<file path="config.mk">
export PLATFORM = sky130hd
export DESIGN_NAME = cis_core_irq
export DESIGN_NICKNAME = d
export VERILOG_FILES = /design/src/cis_pkg.sv /design/src/cis_core_irq.sv /design/src/cis_edge_det.sv /design/src/cis_chg_det.sv
export SDC_FILE = /design/constraint.sdc
export NUM_CORES = 1
export LEC_CHECK = 0
export BUFFER_PORTS_ARGS = -buffer_cell sky130_fd_sc_hd__buf_2
export CAP_MARGIN = 20
export CORE_MARGIN = 8
export CORE_UTILIZATION = 30
export CTS_CLUSTER_DIAMETER = 200
export DETAILED_ROUTE_END_ITERATION = 6
export GPL_ROUTABILITY_DRIVEN = 0
export RECOVER_POWER = 50
export SETUP_SLACK_MARGIN = 0.05
export SLEW_MARGIN = 20
export SYNTH_ARGS = -nofsm -noshare
export SYNTH_HDL_FRONTEND = slang
export SYNTH_HIERARCHICAL = 1
export SYNTH_SLANG_ARGS = --single-unit
</file>
<file path="constraint.sdc">
create_clock -name clk_i -period 3.8 [get_ports clk_i]
set_clock_uncertainty 0.15 [all_clocks]
set_input_delay 0.95 -clock clk_i [delete_from_list [all_inputs] [get_ports clk_i]]
set_output_delay 0.95 -clock clk_i [all_outputs]
set_load 0.02 [all_outputs]
</file>
<file path="src/cis_pkg.sv">
// Constants, register map and state codes of the interrupt source block
package cis_pkg;

    // Register byte offsets on the bus
    localparam logic [7:0] ADR_CTRL = 8'h00; // irq_control_reg
    localparam logic [7:0] ADR_OPT  = 8'h04; // option bits
    localparam logic [7:0] ADR_TMR  = 8'h08; // timer_zero_count
    localparam logic [7:0] ADR_PORT = 8'h0C; // upper_port levels
    localparam logic [7:0] ADR_STAT = 8'h10; // core state and stack depth
    localparam logic [7:0] ADR_EVT  = 8'h14; // sticky events, write 1 clears
    localparam logic [7:0] ADR_MASK = 8'h18; // event mask
    localparam logic [7:0] ADR_STK  = 8'h1C; // top of return stack

    // Fields of irq_control_reg
    localparam int CTL_GIE      = 7;
    localparam int CTL_TMR_EN   = 5;
    localparam int CTL_EXT_EN   = 4;
    localparam int CTL_PCH_EN   = 3;
    localparam int CTL_TMR_FLAG = 2;
    localparam int CTL_EXT_FLAG = 1;
    localparam int CTL_PCH_FLAG = 0;

    // Field of option register
    localparam int OPT_EDGE = 6;

    // Sticky event bits
    localparam int EVT_W    = 3;
    localparam int EVT_VEC  = 0;
    localparam int EVT_WAKE = 1;
    localparam int EVT_WRAP = 2;

    // Reset values
    localparam logic [7:0]       CTRL_RST = 8'h00;
    localparam logic [7:0]       OPT_RST  = 8'h40;
    localparam logic [7:0]       TMR_RST  = 8'h00;
    localparam logic [EVT_W-1:0] EVT_RST  = 3'h0;

    // Timer and stack
    localparam logic [7:0] TMR_MAX = 8'hFF;
    localparam int         PC_W    = 13;
    localparam int         STK_D   = 8;
    localparam int         SP_W    = 3;
    localparam int         PORT_W  = 4;

    // Timer tick: one instruction cycle of 400 ns
    localparam int CLK_HZ   = 10_000_000;
    localparam int TICK_NS  = 400;
    localparam int TICK_CYC = (TICK_NS * (CLK_HZ / 1_000_000)) / 1000;
    localparam int DIV_W    = 2;

    // Core sequencing states
    typedef enum logic [2:0]
    {
        ST_RUN   = 3'b001,
        ST_SLEEP = 3'b010,
        ST_WAKE  = 3'b100
    } cis_state_t;

endpackage : cis_pkg

</file>
<file path="src/cis_core_irq.sv">
// Interrupt sources, sleep and wake sequencing, return stack, bus slave
//
// Summary of operation
// - The external edge is rising when polarity select is one, else falling.
// - A valid external edge sets the external flag at bit 1 of control.
// - Clearing the external enable blocks its request; the flag still sets.
// - The external pin wakes from sleep only if enabled before sleep entry.
// - After wake-up the vector is taken only with the global enable set.
// - A timer wrap from FF to 00 sets the timer flag at bit 2 of control.
// - The timer request reaches the core only with its enable at bit 5 set.
// - A level change on any upper port pin sets the port flag at bit 0.
// - The port change request reaches the core only with its enable set.
// - Taking an interrupt pushes only the return program counter.
// - Sleep ends on reset, watchdog wake-up or an enabled interrupt.
`timescale 1ns/100ps
`default_nettype none
module cis_core_irq
(
    input  wire logic                         clk_i,
    input  wire logic                         rst_i,
    input  wire logic                         wb_cyc_i,
    input  wire logic                         wb_stb_i,
    input  wire logic                         wb_we_i,
    input  wire logic [7:0]                   wb_adr_i,
    input  wire logic [3:0]                   wb_sel_i,
    input  wire logic [31:0]                  wb_dat_i,
    output logic      [31:0]                  wb_dat_o,
    output logic                              wb_ack_o,
    input  wire logic                         ext_irq_pin_i,
    input  wire logic [cis_pkg::PORT_W-1:0]   upper_port_i,
    input  wire logic                         sleep_i,
    input  wire logic                         wdt_wake_i,
    input  wire logic                         return_i,
    input  wire logic [cis_pkg::PC_W-1:0]     core_pc_i,
    output logic                              irq_req_o,
    output logic                              vector_o,
    output logic                              wake_o,
    output logic                              sleeping_o,
    output logic                              int_o
);
    typedef struct packed
    {
        cis_pkg::cis_state_t                               state;
        logic [7:0]                                        ctrl;
        logic [7:0]                                        opt;
        logic [7:0]                                        tmr;
        logic [cis_pkg::DIV_W-1:0]                         div;
        logic                                              sleep_ext_en;
        logic [cis_pkg::STK_D-1:0][cis_pkg::PC_W-1:0]      stk;
        logic [cis_pkg::SP_W-1:0]                          sp;
        logic [cis_pkg::EVT_W-1:0]                         evt;
        logic [cis_pkg::EVT_W-1:0]                         mask;
        logic                                              ack;
        logic [31:0]                                       rdat;
        logic                                              irq_req;
        logic                                              vector;
        logic                                              wake;
        logic                                              asleep;
        logic                                              irq;
    } cis_top_st_t;

    cis_top_st_t              s;
    cis_top_st_t              next_s;
    logic                     ext_pulse;
    logic                     chg_pulse;
    logic                     wr;
    logic                     tick;
    logic                     ovf;
    logic                     pend;
    logic                     wake_ev;
    logic [cis_pkg::EVT_W-1:0] ev;
    logic [cis_pkg::PC_W-1:0] top;

    // Address match for a bus offset
    function automatic logic hit(input logic [7:0] adr,
                                 input logic [7:0] off);
        hit = (adr[7:2] == off[7:2]);
    endfunction : hit

    cis_edge_det u_edge
    (
        .clk_i         (clk_i),
        .rst_i         (rst_i),
        .ext_irq_pin_i (ext_irq_pin_i),
        .rising_i      (s.opt[cis_pkg::OPT_EDGE]),
        .edge_o        (ext_pulse)
    );

    cis_chg_det u_chg
    (
        .clk_i        (clk_i),
        .rst_i        (rst_i),
        .upper_port_i (upper_port_i),
        .chg_o        (chg_pulse)
    );

    // Top of the return stack
    assign top = s.stk[s.sp - cis_pkg::SP_W'(1)];

    // Next-state logic
    always_comb
    begin
        next_s = s;
        ev = '0;
        // Bus handshake: ack one cycle after the request, dropped after
        next_s.ack = wb_cyc_i & wb_stb_i & ~s.ack;
        wr = next_s.ack & wb_we_i & wb_sel_i[0];
        next_s.rdat = '0;
        if (next_s.ack & ~wb_we_i)
        begin
            if (hit(wb_adr_i, cis_pkg::ADR_CTRL))
                next_s.rdat = {24'h000000, s.ctrl};
            else if (hit(wb_adr_i, cis_pkg::ADR_OPT))
                next_s.rdat = {24'h000000, s.opt};
            else if (hit(wb_adr_i, cis_pkg::ADR_TMR))
                next_s.rdat = {24'h000000, s.tmr};
            else if (hit(wb_adr_i, cis_pkg::ADR_PORT))
                next_s.rdat = {24'h000000, upper_port_i, 4'h0};
            else if (hit(wb_adr_i, cis_pkg::ADR_STAT))
                next_s.rdat = {25'h0000000, s.sp, 1'b0, s.state};
            else if (hit(wb_adr_i, cis_pkg::ADR_EVT))
                next_s.rdat = {29'h00000000, s.evt};
            else if (hit(wb_adr_i, cis_pkg::ADR_MASK))
                next_s.rdat = {29'h00000000, s.mask};
            else if (hit(wb_adr_i, cis_pkg::ADR_STK))
                next_s.rdat = {19'h00000, top};
        end
        // Instruction-cycle tick for the timer
        tick = (s.div == cis_pkg::DIV_W'(cis_pkg::TICK_CYC - 1));
        next_s.div = tick ? '0 : s.div + cis_pkg::DIV_W'(1);
        ovf = 1'b0;
        if (wr && hit(wb_adr_i, cis_pkg::ADR_TMR))
            next_s.tmr = wb_dat_i[7:0];
        else if (tick)
        begin
            next_s.tmr = s.tmr + 8'h01;
            ovf = (s.tmr == cis_pkg::TMR_MAX);
        end
        // Control and option writes
        if (wr && hit(wb_adr_i, cis_pkg::ADR_CTRL))
            next_s.ctrl = wb_dat_i[7:0];
        if (wr && hit(wb_adr_i, cis_pkg::ADR_OPT))
            next_s.opt = wb_dat_i[7:0];
        // Flags record regardless of enables; hardware set wins
        if (ovf)
            next_s.ctrl[cis_pkg::CTL_TMR_FLAG] = 1'b1;
        if (ext_pulse)
            next_s.ctrl[cis_pkg::CTL_EXT_FLAG] = 1'b1;
        if (chg_pulse)
            next_s.ctrl[cis_pkg::CTL_PCH_FLAG] = 1'b1;
        // Enabled source pending: enables 5..3 pair with flags 2..0
        pend = |(s.ctrl[5:3] & s.ctrl[2:0]);
        next_s.irq_req = s.ctrl[cis_pkg::CTL_GIE] & pend;
        wake_ev = wdt_wake_i
                | (s.ctrl[cis_pkg::CTL_EXT_FLAG] & s.sleep_ext_en)
                | (s.ctrl[cis_pkg::CTL_TMR_FLAG]
                   & s.ctrl[cis_pkg::CTL_TMR_EN])
                | (s.ctrl[cis_pkg::CTL_PCH_FLAG]
                   & s.ctrl[cis_pkg::CTL_PCH_EN]);
        next_s.vector = 1'b0;
        next_s.wake = 1'b0;
        // Return pops the stack
        if (return_i)
            next_s.sp = s.sp - cis_pkg::SP_W'(1);
        // Sleep, wake and vector sequencing
        case (s.state)
            cis_pkg::ST_RUN:
            begin
                if (sleep_i)
                begin
                    next_s.state = cis_pkg::ST_SLEEP;
                    next_s.sleep_ext_en = s.ctrl[cis_pkg::CTL_EXT_EN];
                end
                else if (s.ctrl[cis_pkg::CTL_GIE] && pend && !return_i)
                begin
                    next_s.vector = 1'b1;
                    next_s.stk[s.sp] = core_pc_i;
                    next_s.sp = s.sp + cis_pkg::SP_W'(1);
                    next_s.ctrl[cis_pkg::CTL_GIE] = 1'b0;
                    ev[cis_pkg::EVT_VEC] = 1'b1;
                    ev[cis_pkg::EVT_WRAP] =
                        (s.sp == cis_pkg::SP_W'(cis_pkg::STK_D - 1));
                end
            end
            cis_pkg::ST_SLEEP:
            begin
                if (wake_ev)
                begin
                    next_s.state = cis_pkg::ST_WAKE;
                    next_s.wake = 1'b1;
                    ev[cis_pkg::EVT_WAKE] = 1'b1;
                end
            end
            cis_pkg::ST_WAKE:
                next_s.state = cis_pkg::ST_RUN;
            default:
                next_s.state = cis_pkg::ST_RUN;
        endcase
        next_s.asleep = (next_s.state == cis_pkg::ST_SLEEP);
        // Sticky events: write one clears, a new event wins
        if (wr && hit(wb_adr_i, cis_pkg::ADR_EVT))
            next_s.evt = s.evt & ~wb_dat_i[cis_pkg::EVT_W-1:0];
        next_s.evt = next_s.evt | ev;
        if (wr && hit(wb_adr_i, cis_pkg::ADR_MASK))
            next_s.mask = wb_dat_i[cis_pkg::EVT_W-1:0];
        next_s.irq = |(next_s.evt & next_s.mask);
    end

    // State register; reset also ends sleep
    always_ff @(posedge clk_i)
    begin
        if (rst_i)
        begin
            s <= '0;
            s.state <= cis_pkg::ST_RUN;
            s.ctrl <= cis_pkg::CTRL_RST;
            s.opt <= cis_pkg::OPT_RST;
            s.tmr <= cis_pkg::TMR_RST;
            s.evt <= cis_pkg::EVT_RST;
        end
        else
            s <= next_s;
    end

    // Outputs straight from the state register
    assign wb_dat_o   = s.rdat;
    assign wb_ack_o   = s.ack;
    assign irq_req_o  = s.irq_req;
    assign vector_o   = s.vector;
    assign wake_o     = s.wake;
    assign sleeping_o = s.asleep;
    assign int_o      = s.irq;
endmodule : cis_core_irq
`default_nettype wire

</file>
<file path="src/cis_edge_det.sv">
// Polarity-selectable edge detector for the external interrupt pin
`timescale 1ns/100ps
`default_nettype none
module cis_edge_det
(
    input  wire logic clk_i,
    input  wire logic rst_i,
    input  wire logic ext_irq_pin_i,
    input  wire logic rising_i,
    output logic      edge_o
);
    typedef struct packed
    {
        logic prev;
        logic pulse;
        logic armed;
    } cis_edge_st_t;

    cis_edge_st_t s;
    cis_edge_st_t next_s;

    // Pick the edge direction from the polarity select
    always_comb
    begin
        next_s = s;
        next_s.prev = ext_irq_pin_i;
        next_s.armed = 1'b1;
        next_s.pulse = rising_i ? (ext_irq_pin_i & ~s.prev)
                                : (~ext_irq_pin_i & s.prev);
        // Prev holds no pin level yet in the first cycle after reset
        next_s.pulse = next_s.pulse & s.armed;
    end

    always_ff @(posedge clk_i)
    begin
        if (rst_i)
            s <= '0;
        else
            s <= next_s;
    end

    assign edge_o = s.pulse;
endmodule : cis_edge_det
`default_nettype wire

</file>
<file path="src/cis_chg_det.sv">
// Level change detector for the upper four port pins
`timescale 1ns/100ps
`default_nettype none
module cis_chg_det
(
    input  wire logic                      clk_i,
    input  wire logic                      rst_i,
    input  wire logic [cis_pkg::PORT_W-1:0] upper_port_i,
    output logic                           chg_o
);
    typedef struct packed
    {
        logic [cis_pkg::PORT_W-1:0] prev;
        logic                       pulse;
        logic                       armed;
    } cis_chg_st_t;

    cis_chg_st_t                s;
    cis_chg_st_t                next_s;
    logic [cis_pkg::PORT_W-1:0] diff;

    // One comparator per pin
    genvar g;
    generate
        for (g = 0; g < cis_pkg::PORT_W; g++)
        begin : g_pin
            assign diff[g] = upper_port_i[g] ^ s.prev[g];
        end
    endgenerate

    // Any pin that moved raises one pulse
    always_comb
    begin
        next_s = s;
        next_s.prev = upper_port_i;
        next_s.armed = 1'b1;
        // No change in the first cycle after reset: pins may idle high
        next_s.pulse = (|diff) & s.armed;
    end

    always_ff @(posedge clk_i)
    begin
        if (rst_i)
            s <= '0;
        else
            s <= next_s;
    end

    assign chg_o = s.pulse;

endmodule : cis_chg_det
`default_nettype wire

</file>
Word level (Yosys, flattened, before mapping)
Cells that the tools add are included.

Reduce and logical (&&, ||, !) cells: 23. Add/sub/neg operators: 4. $lt $le $gt $ge: 3. Muxes and demuxes: 44. Bitwise logic cells: 32. Equality and inequality tests: 13.

Operators with widths (count): 104-bit bitwise mux (1); 8-bit 2-to-1 mux (11); 13-bit binary-select mux with 3-bit select (1); 13-bit demux with 3-bit select (1); 13-bit 2-to-1 mux (2); 6-bit by 3-bit == test with 1-bit output (second input constant) (4); 3-bit 2-to-1 mux (8); 1-bit 2-to-1 mux (19); 1-bit AND (13); 6-bit by 2-bit == test with 1-bit output (second input constant) (2); 10-bit OR reduction (1); 3-bit AND (3); 9-bit OR reduction (1); 8-bit by 1-bit adder with 8-bit output (second input constant) (1); 8-bit == test (second input constant) (1); 1-bit logical AND (8); 3-bit by 4-bit < comparator with 1-bit output (second input constant) (2); 2-bit nonzero test (4); 1-bit NOT (7); 3-bit by 2-bit == test with 1-bit output (second input constant) (2); 6-bit by 1-bit == test with 1-bit output (second input constant) (1); 6-bit zero test (1); 3-bit case mux with 2 select lines (1); 3-bit OR reduction (2); 16 further kinds (22).

Logic and storage cells: 155. Register bits after elaboration: 190.

Logic depth before layout (Yosys ltp)
Word-level depth: 11. Depth in mapped cells: 10. Gate-level depth less buffers: 7.

Hierarchy
The synthesis kept the hierarchy.

By module, submodules not included: cis_core_irq (cells an instance 767, area each 7454.6 um2, times used 1, seq. area each 3243.1 um2); cis_chg_det (cells an instance 17, area each 198.9 um2, times used 1, seq. area each 120.1 um2); cis_edge_det (cells an instance 8, area each 96.3 um2, times used 1, seq. area each 60.1 um2).

Worst setup path before layout
OpenSTA, ideal clock, no wires.

Path kind: input to register. From: input port return_i. To: register s[115] (netlist bit). Setup slack: 1018 ps. Library setup time: 128 ps. Path buffers: 2. Arrival time: 2504 ps. Data required time: 3522 ps. Stages on the path: 7. Path through: or4b_4 > nor3b_4 > and4_1 > buf_2 > buf_6 > mux2i_1 > nor2_1.

Longest elaborated chain between the ends: 3.

RTL lines: from (decl) (line cis_core_irq.sv:33) `input wire logic return_i,`; 1-bit zero test (line cis_core_irq.sv:174) `else if (s.ctrl[cis_pkg::CTL_GIE] && pend && !return_i)`; 1-bit logical AND (line cis_core_irq.sv:174); 3-bit AND reduction (no line); to (signal assigned) (line cis_core_irq.sv:222) `s <= next_s;`; to (decl) (line cis_core_irq.sv:62) `cis_top_st_t s;`.

No other way between the ends. A chain may end at the register's enable or synchronous reset.

Final worst setup path
Same ends and word-level chain as after synthesis.

==> results.yml <==
drt:
  vias_per_cell: 4.769
  wire_per_inst_um: 16.14
  drc: 2
  num_vias: 5561
  finalWirelength_mm: 18.81
  antenna_left: 0
  drt_iter0_markers: 593
  drtPass1Iterations: 7
yosys:
  ys_seq_area_share_pct: 44.17
  synthFlopType: "dfxtp_1"
  avgSynthCellArea_sq_um: 9.785
  synth_top_area_share_pct: 44.17
  synth_area_sq_um: 7750
  yosys.area.top_type: "dfxtp_1"
  async_flop_share_pct: 0
  synth-edff-count: 0
  yosysWarnings: 6
  postSynthCellCount: 792
  synth_cell_type_count: 60
  synthTopCellsByArea: "dfxtp_1 (44%), mux2i_1 (15%), mux4_2 (7.8%)"
  ys_ff_latch: 171
worst_setup_path:
  start_kind: "input pin"
  crit_buf_inv: 2
  arrival_ns: 3.49
  cp_max_fo: 9
  worst_ep_required_time_ns: 3.88
  cp_top_family: "simple AND/OR/NAND/NOR gates"
  cp_slowest_cell: "nor3b_1"
  cp-end-kind: "register"
  max_stage_delay_ns: 0.78
  worstPathCellList: "clkbuf_1 > or4b_4 > nor3b_1 > and4_1 > clkbuf_2 > mux2i_1 > nor2_1"
  path_class: "input pin to register"
placed_design:
  dp.cells: 1133
  portBuffers: 59
  dp_hpwl_mm: 12.59
clocking:
  clock_path_buffers: 2
  ctsHoldBuffers: 0
  cts_resized: 0
  numCtsBuffers: 17
  cts_setup_buffers: 0
  htree_num_levels: 4
  insertion_delay_ns: 0.43
  cts_tree: "built"
  cts.clk_slew.worst_paths_ns: 0.07
  root_buffer: "clkbuf_16"
  cts_sinks: 171
timing:
  grt_setup_unrepaired: "no"
  finalCriticalPeriod_ns: 3.410
  tns_ns: 0
  hold_viol: 0
  setup_violations: 0
  fin_crit_sh_pct: 89.73
  max_freq_ghz: 0.2933
  worst_pin_slew_ns: 2.540
  slew_headroom_pct: -69.32
  drv_slew: 138
die:
  fp.dieW_um: 176.7
  pin_count: 108
  die_area_sq_um: 31230
  die_h_um: 176.7
  start_util_pct: 30.17
  core-area_sq_um: 25690
  core.rowCount: 59
global_route:
  grt_max_degree: 138
  grt_pass1_wl_mm: 29.35
  grt_pass1_vias: 5183
  gr-total-overflow: 0
  grt_antenna_before_repair: 2
  grtUsageTotal_pct: 11.96
cells_and_area:
  fillers: 2624
  seqCellArea_sq_um: 3423
  drive_gt1_share_pct: 15.30
  multi_input_area_sq_um: 3845
  layout.cells.non_filler: 1166
  fin_nets: 892
  areaGrowthSynthToFinish_pct: 13.69
hold_path:
  hp-class: "register to register"
outcome:
  outcome: "finished with violations"
  failed_checks: "design-rule violations, max-capacitance violations, max-slew violations"
power:
  p_per_area_nw_per_um2: 461.9
  power_mw: 4.070
  ir_worst_vdd_mv: 0.3123
  power.leakage_nw: 3.769
flow_run:
  cap_violations: 1
-- cell type report --
| cell class | count | share of cell area [%] |
|---|---|---|
| clock buffer | 20 | 5.070 |
| sequential | 171 | 38.85 |
| multi-input combinational | 536 | 43.64 |
| tap | 335 | 4.757 |
| inverter | 11 | 0.4686 |
| clock inverter | 12 | 2.371 |
| timing repair buffer | 80 | 4.814 |
| antenna | 1 | 0.02840 |
-- worst paths after layout --
check / from / to / slack [ns] / cells after the start
min: s[152] / s[152] / 0.29 / 1
max: return_i / s[115] / 0.39 / 7
max reg2reg: s[45] / wb_dat_o[5] / 0.74 / 7
min reg2reg: s[152] / s[152] / 0.29 / 1
-- power breakdown --
| group | internal (mW) | switching, mW | leakage [nW] | total, mW |
|---|---|---|---|---|
| logic | 0.109 | 0.209 | 2.07 | 0.318 |
| registers | 1.81 | 0.0184 | 1.38 | 1.83 |
| clock network | 1.19 | 0.729 | 0.312 | 1.92 |
-- per-stage QoR --
stage | area (sq um) | setup slack, ns | hold WS [ns] | util (%)
floorplan | 7818 | 1.018 | 0.2584 | -
global placement | 8208 | 0.6363 | 0.2656 | 31.95
detailed placement | 8208 | 0.5904 | 0.2736 | 31.95
CTS | 8864 | 0.7358 | 0.2851 | 34.50
global route | 8808 | 0.2514 | 0.3133 | 34.29
finish | 8811 | 0.3901 | 0.2851 | 34.30
-- sequential cells by signal, summed over array words and instances, names as in the netlist, 2 cells and up --
name / flops
wb_dat_o: 13
s: 143
u_edge/s: 2
u_chg/s: 5
-- Yosys cell counts (all sizes together), types with 2 or more instances --
library cell / count
ha: 5
and3: 3
nor4: 2
and4: 2
o2bb2ai: 3
nand2: 64
o22a: 2
a211oi: 12
mux4: 27
a2111oi: 2
and3b: 2
inv: 9
nor3b: 4
a211o: 3
a21oi: 36
mux2i: 117
o21a: 3
a221oi: 2
nor2b: 11
o22ai: 3
xnor2: 7
nand2b: 4
dfxtp: 171
nand3: 12
xor2: 8
a221o: 3
a22oi: 2
a31oi: 4
nor3: 3
mux2: 3
o21ai: 11
buf: 55
clkbuf: 37
and2: 2
nor2: 136
or4b: 2
clkinv: 2
nand4: 4
or3: 2
-- cell families after synthesis --
logic type	Yosys count	share of synthesized area [%]
muxes	147	23.39
buffers and inverters	103	7.039
AOI/OAI and AO/OA	92	7.717
adders and majority gates	5	0.8072
and+or+nand+nor	258	15.13
xor gates and xnor gates	15	1.695
other	1	0.04839
DFF	171	44.17
-- per-layer routing --
metal	share of wire (%)	track usage, %	up-vias
li1	-	-	2745
met1	47	15.81	2650
met2	44	18.10	143
met3	7.8	4.032	21
met4	1.5	3.713	2
met5	0.058	0	-
-- layout by cell type, fill, tap and decap left out, drive strengths merged, types with 8 or more instances in the layout --
cell type  synthesis  routed
o21ai             11      11
dfxtp            171     171
mux4              27      27
xor2               8       8
a211oi            12      12
clkbuf            37      42
buf               55      58
nor2             136     136
mux2i            117     117
nand3             12      12
nor2b             11      11
conb               1      19
inv                9      13
a21oi             36      36
nand2             64      64
Power figures use the tool's default switching activity.
